===== src/gauge_pkg.sv =====
// Constants shared by the gauge power-mode control design.
// Assumes a single 25 MHz pclk and an APB master for register access.
package gauge_pkg;
   localparam int unsigned CLK_HZ = 25000000;
   // ****************************************************************
   // Timing
   // ****************************************************************
   localparam int unsigned SLEEP_TIMEOUT_MS = 2000;
   localparam int unsigned SLEEP_TIMEOUT_CYC =
      SLEEP_TIMEOUT_MS * (CLK_HZ / 1000);
   localparam int unsigned CONV_PERIOD_MS = 440;
   localparam int unsigned CONV_PERIOD_CYC = CONV_PERIOD_MS * (CLK_HZ / 1000);
   localparam int unsigned LEAD_TIME_US = 1000;
   localparam int unsigned LEAD_TIME_CYC = LEAD_TIME_US * (CLK_HZ / 1000000);
   localparam int unsigned CONV_TIME_US = 2000;
   localparam int unsigned CONV_TIME_CYC = CONV_TIME_US * (CLK_HZ / 1000000);
   localparam int unsigned NORMAL_BPS = 16000;
   localparam int unsigned OVERDRIVE_BPS = 140000;
   localparam logic [15:0] NORMAL_BIT_CYC =
      16'((CLK_HZ + NORMAL_BPS - 1) / NORMAL_BPS);
   localparam logic [15:0] OVERDRIVE_BIT_CYC =
      16'((CLK_HZ + OVERDRIVE_BPS - 1) / OVERDRIVE_BPS);
   // ****************************************************************
   // Voltage format: 4.88 mV per LSB, 16-bit signed
   // ****************************************************************
   localparam int unsigned CELL_VOLTAGE_REG_LSB_UV = 4880;
   localparam logic signed [15:0] CELL_VOLTAGE_REG_MAX = 16'sh7fff;
   localparam logic signed [15:0] CELL_VOLTAGE_REG_MIN = 16'sh8000;
   localparam logic [15:0] UV_THRESHOLD_CODE = 16'h01f6;
   // ****************************************************************
   // Register map (byte addresses)
   // ****************************************************************
   localparam logic [11:0] ADDR_CTRL = 12'h000;
   localparam logic [11:0] ADDR_STATUS = 12'h004;
   localparam logic [11:0] ADDR_CELL_VOLTAGE_REG = 12'h008;
   localparam logic [11:0] ADDR_ID_LO = 12'h00c;
   localparam logic [11:0] ADDR_ID_HI = 12'h010;
   localparam logic [11:0] ADDR_USER = 12'h040;
   localparam int unsigned USER_WORDS = 4;
   localparam int unsigned CTRL_IDLE_EN = 0;
   localparam int unsigned CTRL_UV_EN = 1;
   localparam int unsigned CTRL_PIO_OUT = 2;
   localparam int unsigned CTRL_PIO_DRIVE = 3;
   localparam logic [3:0] CTRL_RESET = 4'h0;
   // Arbitrary neutral identity values
   localparam logic [7:0] FAMILY_CODE = 8'h5a;
   localparam logic [47:0] SERIAL_NUM = 48'h0123456789ab;
   localparam logic [7:0] CHECK_CODE = 8'hc3;
   typedef enum logic [1:0] {
      MODE_ACTIVE = 2'b00,
      MODE_IDLE_SLEEP = 2'b01,
      MODE_UV_SLEEP = 2'b10
   } power_mode_t;
   typedef enum logic [1:0] {
      CV_WAIT = 2'b00,
      CV_LEAD = 2'b01,
      CV_CONV = 2'b10
   } conv_state_t;
endpackage


===== src/gauge_power_mode_control.sv =====
// Power-mode, conversion sequencing and APB registers of the gauge.
// Assumes bus line, pins and ADC sample come from outside pclk domain.
//
// Added by the designer: the APB slave port and the address map.
`timescale 1ns/1ps
module gauge_power_mode_control
   import gauge_pkg::*;
#(
   parameter int unsigned SLEEP_CYC = SLEEP_TIMEOUT_CYC,
   parameter int unsigned CONV_CYC = CONV_PERIOD_CYC,
   parameter int unsigned LEAD_CYC = LEAD_TIME_CYC,
   parameter int unsigned ACQ_CYC = CONV_TIME_CYC
) (
   // Clock and reset
   input wire logic pclk,
   input wire logic presetn,
   // APB
   input wire logic psel,
   input wire logic penable,
   input wire logic pwrite,
   input wire logic [11:0] paddr,
   input wire logic [31:0] pwdata,
   output logic [31:0] prdata,
   output logic pready,
   output logic pslverr,
   // Pins
   input wire logic bus_line_in,
   input wire logic speed_select_pin,
   input wire logic user_io_pin_in,
   output logic user_io_pin_out,
   output logic user_io_pin_oe,
   output logic divider_enable_out,
   // Converter sample, signed, 4.88 mV per step
   input wire logic signed [17:0] cell_voltage_input,
   // Status to the rest of the gauge
   output logic measure_enable,
   output logic display_enable,
   output logic presence_suppress,
   output logic normal_speed,
   output logic [15:0] bit_time_cyc
);
   if (SLEEP_CYC < 2 || LEAD_CYC < 1 || ACQ_CYC < 1 ||
      CONV_CYC <= LEAD_CYC + ACQ_CYC) begin : g_bad_timing
      $error("gauge_power_mode_control: bad timing parameters");
   end
   // ****************************************************************
   // Input synchronisers
   // ****************************************************************
   logic line_s;
   logic speed_s;
   logic pio_s;
   sync2 u_line (.pclk(pclk), .presetn(presetn), .d(bus_line_in), .q(line_s));
   sync2 u_spd (.pclk(pclk), .presetn(presetn), .d(speed_select_pin),
      .q(speed_s));
   sync2 u_pio (.pclk(pclk), .presetn(presetn), .d(user_io_pin_in),
      .q(pio_s));
   // ****************************************************************
   // Registers
   // ****************************************************************
   logic [3:0] ctrl_q, ctrl_d;
   logic [31:0] user_q [USER_WORDS];
   logic [31:0] user_d [USER_WORDS];
   logic [31:0] rdata_d;
   logic wr_en;
   logic hit;
   // Zero wait states: every access completes in its first access cycle
   assign pready = 1'b1;
   assign wr_en = psel && penable && pwrite;
   logic [15:0] cell_voltage_reg_q, cell_voltage_reg_d;
   power_mode_t mode_q, mode_d;
   logic disp_q, disp_d;
   always_comb begin
      ctrl_d = ctrl_q;
      for (int i = 0; i < USER_WORDS; i++)
         user_d[i] = user_q[i];
      rdata_d = 32'h0;
      hit = 1'b1;
      case (paddr)
         ADDR_CTRL: rdata_d = {28'h0, ctrl_q};
         ADDR_STATUS: rdata_d = {26'h0, disp_q, presence_suppress,
            normal_speed, line_s, mode_q};
         ADDR_CELL_VOLTAGE_REG: rdata_d = {16'h0, cell_voltage_reg_q};
         ADDR_ID_LO: rdata_d = {SERIAL_NUM[23:0], FAMILY_CODE};
         ADDR_ID_HI: rdata_d = {CHECK_CODE, SERIAL_NUM[47:24]};
         default: begin
            hit = 1'b0;
            if (paddr[11:4] == ADDR_USER[11:4] && paddr[1:0] == 2'b00) begin
               hit = 1'b1;
               rdata_d = user_q[paddr[3:2]];
            end
         end
      endcase
      if (wr_en && hit) begin
         if (paddr == ADDR_CTRL)
            ctrl_d = pwdata[3:0];
         else if (paddr[11:4] == ADDR_USER[11:4])
            user_d[paddr[3:2]] = pwdata;
      end
   end
   assign pslverr = psel && penable && !hit;
   always_ff @(posedge pclk or negedge presetn) begin
      if (!presetn) begin
         ctrl_q <= CTRL_RESET;
         prdata <= 32'h0;
         for (int i = 0; i < USER_WORDS; i++)
            user_q[i] <= 32'h0;
      end else begin
         ctrl_q <= ctrl_d;
         if (psel && !penable)
            prdata <= rdata_d;
         for (int i = 0; i < USER_WORDS; i++)
            user_q[i] <= user_d[i];
      end
   end
   // ****************************************************************
   // Speed select
   // ****************************************************************
   // pin high means overdrive
   assign normal_speed = !speed_s;
   assign bit_time_cyc = speed_s ? OVERDRIVE_BIT_CYC : NORMAL_BIT_CYC;
   // ****************************************************************
   // Power mode
   // ****************************************************************
   logic [31:0] idle_cnt_q, idle_cnt_d;
   logic line_prev_q;
   logic uv_line_q, uv_line_d;
   logic suppress_q, suppress_d;
   logic line_edge;
   logic line_rise;
   logic timed_out;
   logic under_v;
   assign line_edge = line_s != line_prev_q;
   assign line_rise = line_s && !line_prev_q;
   assign timed_out = idle_cnt_q >= SLEEP_CYC - 1;
   assign under_v = $signed(cell_voltage_reg_q) < $signed(UV_THRESHOLD_CODE);
   always_comb begin
      mode_d = mode_q;
      uv_line_d = uv_line_q;
      suppress_d = suppress_q;
      if (line_edge || mode_q != MODE_ACTIVE)
         idle_cnt_d = 32'h0;
      else if (!timed_out)
         idle_cnt_d = idle_cnt_q + 32'h1;
      else
         idle_cnt_d = idle_cnt_q;
      if (line_rise)
         suppress_d = 1'b0;
      case (mode_q)
         MODE_ACTIVE: begin
            if (timed_out && !line_edge) begin
               if (ctrl_q[CTRL_IDLE_EN] && !line_s) begin
                  mode_d = MODE_IDLE_SLEEP;
                  suppress_d = 1'b1;
               end else if (ctrl_q[CTRL_UV_EN] && under_v) begin
                  mode_d = MODE_UV_SLEEP;
                  uv_line_d = line_s;
                  // line high needs no extra edge
                  suppress_d = !line_s;
               end
            end
         end
         MODE_IDLE_SLEEP: if (line_s) mode_d = MODE_ACTIVE;
         MODE_UV_SLEEP: if (line_edge) mode_d = MODE_ACTIVE;
         default: mode_d = MODE_ACTIVE;
      endcase
   end
   always_ff @(posedge pclk or negedge presetn) begin
      if (!presetn) begin
         mode_q <= MODE_ACTIVE;
         idle_cnt_q <= 32'h0;
         line_prev_q <= 1'b0;
         uv_line_q <= 1'b0;
         suppress_q <= 1'b0;
      end else begin
         mode_q <= mode_d;
         idle_cnt_q <= idle_cnt_d;
         line_prev_q <= line_s;
         uv_line_q <= uv_line_d;
         suppress_q <= suppress_d;
      end
   end
   assign measure_enable = mode_q == MODE_ACTIVE;
   assign presence_suppress = suppress_q;
   // ****************************************************************
   // Conversion sequencer
   // ****************************************************************
   conv_state_t cv_q, cv_d;
   logic [31:0] cv_cnt_q, cv_cnt_d;
   logic signed [15:0] sat_code;
   // Sample crosses in from the converter; two flops keep metastability
   // off the clamp, and the converter holds it still over a conversion
   logic signed [17:0] samp1_q, samp1_d;
   logic signed [17:0] samp2_q, samp2_d;
   always_comb begin
      samp1_d = cell_voltage_input;
      samp2_d = samp1_q;
   end
   always_ff @(posedge pclk or negedge presetn) begin
      if (!presetn) begin
         samp1_q <= 18'sh0;
         samp2_q <= 18'sh0;
      end else begin
         samp1_q <= samp1_d;
         samp2_q <= samp2_d;
      end
   end
   cell_voltage_reg_sat u_sat (.raw(samp2_q), .code(sat_code));
   always_comb begin
      cv_d = cv_q;
      cv_cnt_d = cv_cnt_q + 32'h1;
      cell_voltage_reg_d = cell_voltage_reg_q;
      case (cv_q)
         CV_WAIT: begin
            // idle gap before the lead time counted on the time base
            if (cv_cnt_q >= CONV_CYC - LEAD_CYC - ACQ_CYC - 1) begin
               cv_d = CV_LEAD;
               cv_cnt_d = 32'h0;
            end
         end
         CV_LEAD: if (cv_cnt_q >= LEAD_CYC - 1) begin
            cv_d = CV_CONV;
            cv_cnt_d = 32'h0;
         end
         CV_CONV: if (cv_cnt_q >= ACQ_CYC - 1) begin
            cv_d = CV_WAIT;
            cv_cnt_d = 32'h0;
            cell_voltage_reg_d = sat_code;
         end
         default: begin
            cv_d = CV_WAIT;
            cv_cnt_d = 32'h0;
         end
      endcase
      // Sleep holds the sequence in CV_WAIT at count zero and keeps the last result
      if (!measure_enable) begin
         cv_d = CV_WAIT;
         cv_cnt_d = 32'h0;
         cell_voltage_reg_d = cell_voltage_reg_q;
      end
   end
   always_ff @(posedge pclk or negedge presetn) begin
      if (!presetn) begin
         cv_q <= CV_WAIT;
         cv_cnt_q <= 32'h0;
         cell_voltage_reg_q <= 16'h0;
         divider_enable_out <= 1'b0;
      end else begin
         cv_q <= cv_d;
         cv_cnt_q <= cv_cnt_d;
         cell_voltage_reg_q <= cell_voltage_reg_d;
         divider_enable_out <= cv_d != CV_WAIT;
      end
   end
   // ****************************************************************
   // User pin and display
   // ****************************************************************
   logic pio_prev_q;
   always_comb begin
      disp_d = disp_q;
      if (!ctrl_q[CTRL_PIO_DRIVE] && pio_s && !pio_prev_q)
         disp_d = 1'b1;
      else if (wr_en && paddr == ADDR_STATUS && pwdata[5])
         disp_d = 1'b0;
   end
   always_ff @(posedge pclk or negedge presetn) begin
      if (!presetn) begin
         disp_q <= 1'b0;
         pio_prev_q <= 1'b0;
      end else begin
         disp_q <= disp_d;
         pio_prev_q <= pio_s;
      end
   end
   assign display_enable = disp_q;
   // Open drain: only ever pulls low
   assign user_io_pin_out = 1'b0;
   assign user_io_pin_oe = ctrl_q[CTRL_PIO_DRIVE] && !ctrl_q[CTRL_PIO_OUT];
   // ****************************************************************
   // Checks
   // ****************************************************************
   a_sleep_no_measure: assert property (@(posedge pclk) disable iff (!presetn)
      mode_q != MODE_ACTIVE |-> !measure_enable
      ##1 (!divider_enable_out && cv_q == CV_WAIT))
      else $error("measuring while asleep");
   a_idle_wake: assert property (@(posedge pclk) disable iff (!presetn)
      mode_q == MODE_IDLE_SLEEP && line_s |=> mode_q == MODE_ACTIVE)
      else $error("idle sleep did not wake");
   a_idle_entry: assert property (@(posedge pclk) disable iff (!presetn)
      $rose(mode_q == MODE_IDLE_SLEEP) |-> $past(ctrl_q[CTRL_IDLE_EN])
      && !$past(line_s) && $past(idle_cnt_q) >= SLEEP_CYC - 1)
      else $error("idle sleep entered without cause");
   a_uv_hold: assert property (@(posedge pclk) disable iff (!presetn)
      mode_q == MODE_UV_SLEEP && !line_edge |=> mode_q == MODE_UV_SLEEP)
      else $error("undervoltage sleep left early");
   a_divider_lead: assert property (@(posedge pclk) disable iff (!presetn)
      cv_q == CV_CONV |-> divider_enable_out)
      else $error("divider off during conversion");
   a_cell_voltage_reg_frozen: assert property (@(posedge pclk) disable iff (!presetn)
      mode_q != MODE_ACTIVE |=> $stable(cell_voltage_reg_q))
      else $error("voltage changed in sleep");
   a_speed_pick: assert property (@(posedge pclk) disable iff (!presetn)
      normal_speed == !speed_s && bit_time_cyc ==
      (speed_s ? OVERDRIVE_BIT_CYC : NORMAL_BIT_CYC))
      else $error("wrong bit time");
   a_timer_restart: assert property (@(posedge pclk) disable iff (!presetn)
      line_edge |=> idle_cnt_q == 32'h0)
      else $error("sleep timer not restarted");
endmodule // gauge_power_mode_control


===== src/sync2.sv =====
// Two-flop synchroniser for one asynchronous level.
// Assumes the input is quasi-static relative to pclk.
`timescale 1ns/1ps
module sync2 (
   // Clock and reset
   input wire logic pclk,
   input wire logic presetn,
   // Data
   input wire logic d,
   output logic q
);
   logic s1_q;
   logic s2_q;
   logic s1_d;
   logic s2_d;
   always_comb begin
      s1_d = d;
      s2_d = s1_q;
   end
   always_ff @(posedge pclk or negedge presetn) begin
      if (!presetn) begin
         s1_q <= 1'b0;
         s2_q <= 1'b0;
      end else begin
         s1_q <= s1_d;
         s2_q <= s2_d;
      end
   end
   assign q = s2_q;
endmodule // sync2


===== src/cell_voltage_reg_sat.sv =====
// Saturating converter from raw signed sample to the voltage code.
// Assumes the raw sample is already scaled to 4.88 mV steps.
`timescale 1ns/1ps
module cell_voltage_reg_sat import gauge_pkg::*; (
   // Raw sample
   input wire logic signed [17:0] raw,
   // Saturated code
   output logic signed [15:0] code
);
   always_comb begin
      if (raw > 18'(CELL_VOLTAGE_REG_MAX))
         code = CELL_VOLTAGE_REG_MAX;
      else if (raw < 18'(CELL_VOLTAGE_REG_MIN))
         code = CELL_VOLTAGE_REG_MIN;
      else
         code = raw[15:0];
   end
endmodule // cell_voltage_reg_sat


===== config.mk =====
export PLATFORM = sky130hd
export DESIGN_NAME = gauge_power_mode_control
export DESIGN_NICKNAME = d
export VERILOG_FILES = /design/src/gauge_pkg.sv /design/src/gauge_power_mode_control.sv /design/src/sync2.sv /design/src/cell_voltage_reg_sat.sv
export SDC_FILE = /design/constraint.sdc
export NUM_CORES = 1
export LEC_CHECK = 0
export BUFFER_PORTS_ARGS = -buffer_cell sky130_fd_sc_hd__buf_2
export CAP_MARGIN = 25
export CORE_ASPECT_RATIO = 0.75
export CORE_MARGIN = 3
export CORE_UTILIZATION = 60
export DETAILED_ROUTE_END_ITERATION = 10
export PLACE_DENSITY = 0.81
export SYNTH_ARGS = -nofsm -noshare
export SYNTH_HDL_FRONTEND = slang
export SYNTH_SLANG_ARGS = --single-unit
export TNS_END_PERCENT = 10

===== constraint.sdc =====
create_clock -name pclk -period 6.65 [get_ports pclk]
set_clock_uncertainty 0.1 [all_clocks]
set_input_delay 0.3325 -clock pclk [delete_from_list [all_inputs] [get_ports pclk]]
set_output_delay 0.3325 -clock pclk [all_outputs]
set_load 0.1 [all_outputs]

==> reports/metrics.yaml <==
status: "finished clean"
num_io_pins: 127
cts_buffers: 28
arrival_ns: 2.72
clockPowerShare_pct: 37.8
clk_pin_slew_ns: 0.06
rsz0062_at_grt: "false"
drt-total-wl_mm: 30.3
grt_max_degree: 189
synth_ff_type: "dfrtp_1"
ys_ff_latch: 295
num_antenna_cells: 0
cp_max_fo: 19
power_leakage_nw: 7.13
drive_above_1_share_pct: 29.7
routedWlPerCell_um: 19.8
cp.required_ns: 6.22
layout-area-overhead-vs-synth_pct: 16.4
gp_congestion: 0.845
seq_power_share_pct: 48.4
p_int_mw: 2.94
p_switching_mw: 1.13
period_needed_ns: 3.15
clockBufferDepth: 3
swShare_pct: 27.8
antenna_found_initial: 0
instances_no_fill: 1531
slew_viol_final: 0
dp_slack_ns: 3.33
synth_cell_type_count: 67
tns_ns: 0
slew_headroom_pct: 29.2
vias: 9231
dpl-instance-area_um2: 14000
finalInstanceArea_um2: 15500
placementRows: 46
drv_cap: 0
ir_drop_v: 0.000200
insertion_delay_ns: 0.55
drt-vias-per-instance: 6.03
worstMarginPinSlew_ns: 1.06
io_buffers: 113
start_kind: "input pin"
die_height_um: 135
finalCritPeriodShare_pct: 47.4
ys_seq_area_share_pct: 55.3
fin_ws_ns: 3.50
synth_edf_count: 0
finalHoldViolations: 0
power_mw: 4.07
critical_path_class: "in -> out"
syn_area_um2: 13300
clkSinkCount: 295
cts-root-buf: "clkbuf_16"
cts_tree: "built"
comb_power_share_pct: 13.9
grt_pass1_wl_mm: 48.4
antenna_left: 0
finalNetCount: 1298
grt_overflow: 0
dp_hpwl_mm: 19.1
powerDensity_nw_per_um2: 263
h-tree-depth: 1
crit_path_end_kind: "output pin"
die_area_um2: 24100
syn_area_per_cell_um2: 12.4
grt_pass1_vias: 9223
start_util_pct: 62.1
gr-usage-all-layers_pct: 25.2
yosysWarnings: 0
setup-violations-final: 0
drc_errors: 0
place_inst: 1427
postSynth.asyncResetShare_pct: 100
core_um2: 21500
hp-class: "in -> reg"
syn_inst: 1075
first_pass_iters: 5
max_freq_mhz: 317
die_w_um: 178
first_iter_violations: 798
## power by group through the flow
stage	Clock, mW	Combinational (mW)	Sequential (mW)
4_1_cts	1.56	0.564	1.97
5_1_grt	1.64	0.605	1.98
2_1_floorplan	0	0.279	2.10
3_3_place_gp	0	0.517	1.99
3_5_place_dp	0	0.539	2.00
6_report	1.54	0.565	1.97
## stage by stage
stage / utilization, % / hold WS [ns]
floorplan: - / -0.0631
global placement: 65.1 / 0.233
detailed placement: 65.3 / 0.236
CTS: 71.8 / 0.00147
global route: 72.3 / 0.00699
finish: 72.3 / 0.0240
## flip-flops by register name, indices dropped and copies added (netlist names), 2 cells and up
signal,cells
user_q,128
cv_cnt_q,32
idle_cnt_q,32
prdata,32
samp1_q,18
samp2_q,18
cell_voltage_reg_q,16
ctrl_q,4
cv_q,2
mode_q,2
## worst paths after layout
kind                                             from                     endpoint  slack [ns]  cells past startpoint
hold / removal                             pwdata[30]       user_q[30]$_DFFE_PN0P_        0.02                      2
min in group asynchronous                     presetn   idle_cnt_q[19]$_DFFE_PN0P_        0.31                      2
setup / recovery                             paddr[9]                      pslverr        3.50                      7
max in group asynchronous                     presetn       user_q[38]$_DFFE_PN0P_        4.68                      3
hold reg to reg                  samp1_q[5]$_DFF_PN0_         samp2_q[5]$_DFF_PN0_        0.25                      0
setup reg to reg           idle_cnt_q[24]$_DFFE_PN0P_  presence_suppress$_DFF_PN0_        3.86                      5
## synthesized netlist by cell type (6+ instances only)
cell type,number,area (um^2)
xor2_1,7,61.3
nor3_1,13,65.1
a31oi_1,13,81.3
and3_1,19,119
buf_2,6,30.0
mux2_2,125,1410
mux4_2,32,721
a221oi_1,6,52.6
a211oi_2,20,250
o31ai_1,11,82.6
inv_1,18,67.6
nand4_1,15,93.8
a211oi_1,6,45.0
dfrtp_1,295,7380
or4_1,11,82.6
mux2_4,6,90.1
nand2_1,86,323
or3_1,6,37.5
nand3_1,25,125
nor2_1,88,330
nor4_1,11,68.8
o21ai_0,17,85.1
nand2b_1,8,50.1
a21oi_1,52,260
mux2i_1,7,70.1
xnor2_1,19,166
clkbuf_1,29,109
mux2_1,13,146
buf_4,32,240
## worst max-delay path, cell delays in order
cell     delay (ns)
buf_2          0.10
nor4_1         0.45
nand2_1        0.24
nor3b_4        0.84
buf_4          0.38
nor3_1         0.07
buf_2          0.30
## routing by layer
layer	share of wire, %	global-route usage (%)	up-vias
li1	-	-	4153
met1	45	36.9	4741
met2	48	39.9	270
met3	4.9	4.05	67
met4	2.6	6.76	0
met5	0	0	-
## final cells by class
type                    count  area, um^2
clock buffers              41         840
clock inverters             8        55.1
fillers                  1398        5950
inverters                  18        67.6
multi-input cells         704        5530
flip-flops and latches    295        7380
well taps                 288         360
repair buffers            177        1280
## what timing repair did
action / in CTS / in global routing
buffers inserted: 0 / 0
hold endpoints to repair: 240 / 0
resized for setup: 0 / 0
hold buffers: 51 / 0
## cell usage in the layout (no fill, tap or decap), types with 11 or more instances in the layout
cell type	n
a211oi_2	20
a21oi_1	52
a31oi_1	13
and3_1	19
buf_2	112
clkbuf_16	28
conb_1	21
dfrtp_1	295
dlygate4sd3_1	51
inv_1	18
mux2_1	13
mux2_2	125
mux4_2	32
nand2_1	86
nand3_1	25
nand4_1	15
nor2_1	88
nor3_1	13
nor4_1	11
o21ai_0	17
o31ai_1	11
or4_1	11
xnor2_1	19
## cell families after synthesis
group | share of synthesized area [%]
adders and majority gates | 0.375
DFF | 55.3
buffers and inverters | 3.91
other | 0.0563
AOI/OAI and AO/OA | 8.66
muxes | 18.3
xor gates and xnor gates | 1.71
and+or+nand+nor | 11.7
Power figures use the tool's default switching activity.
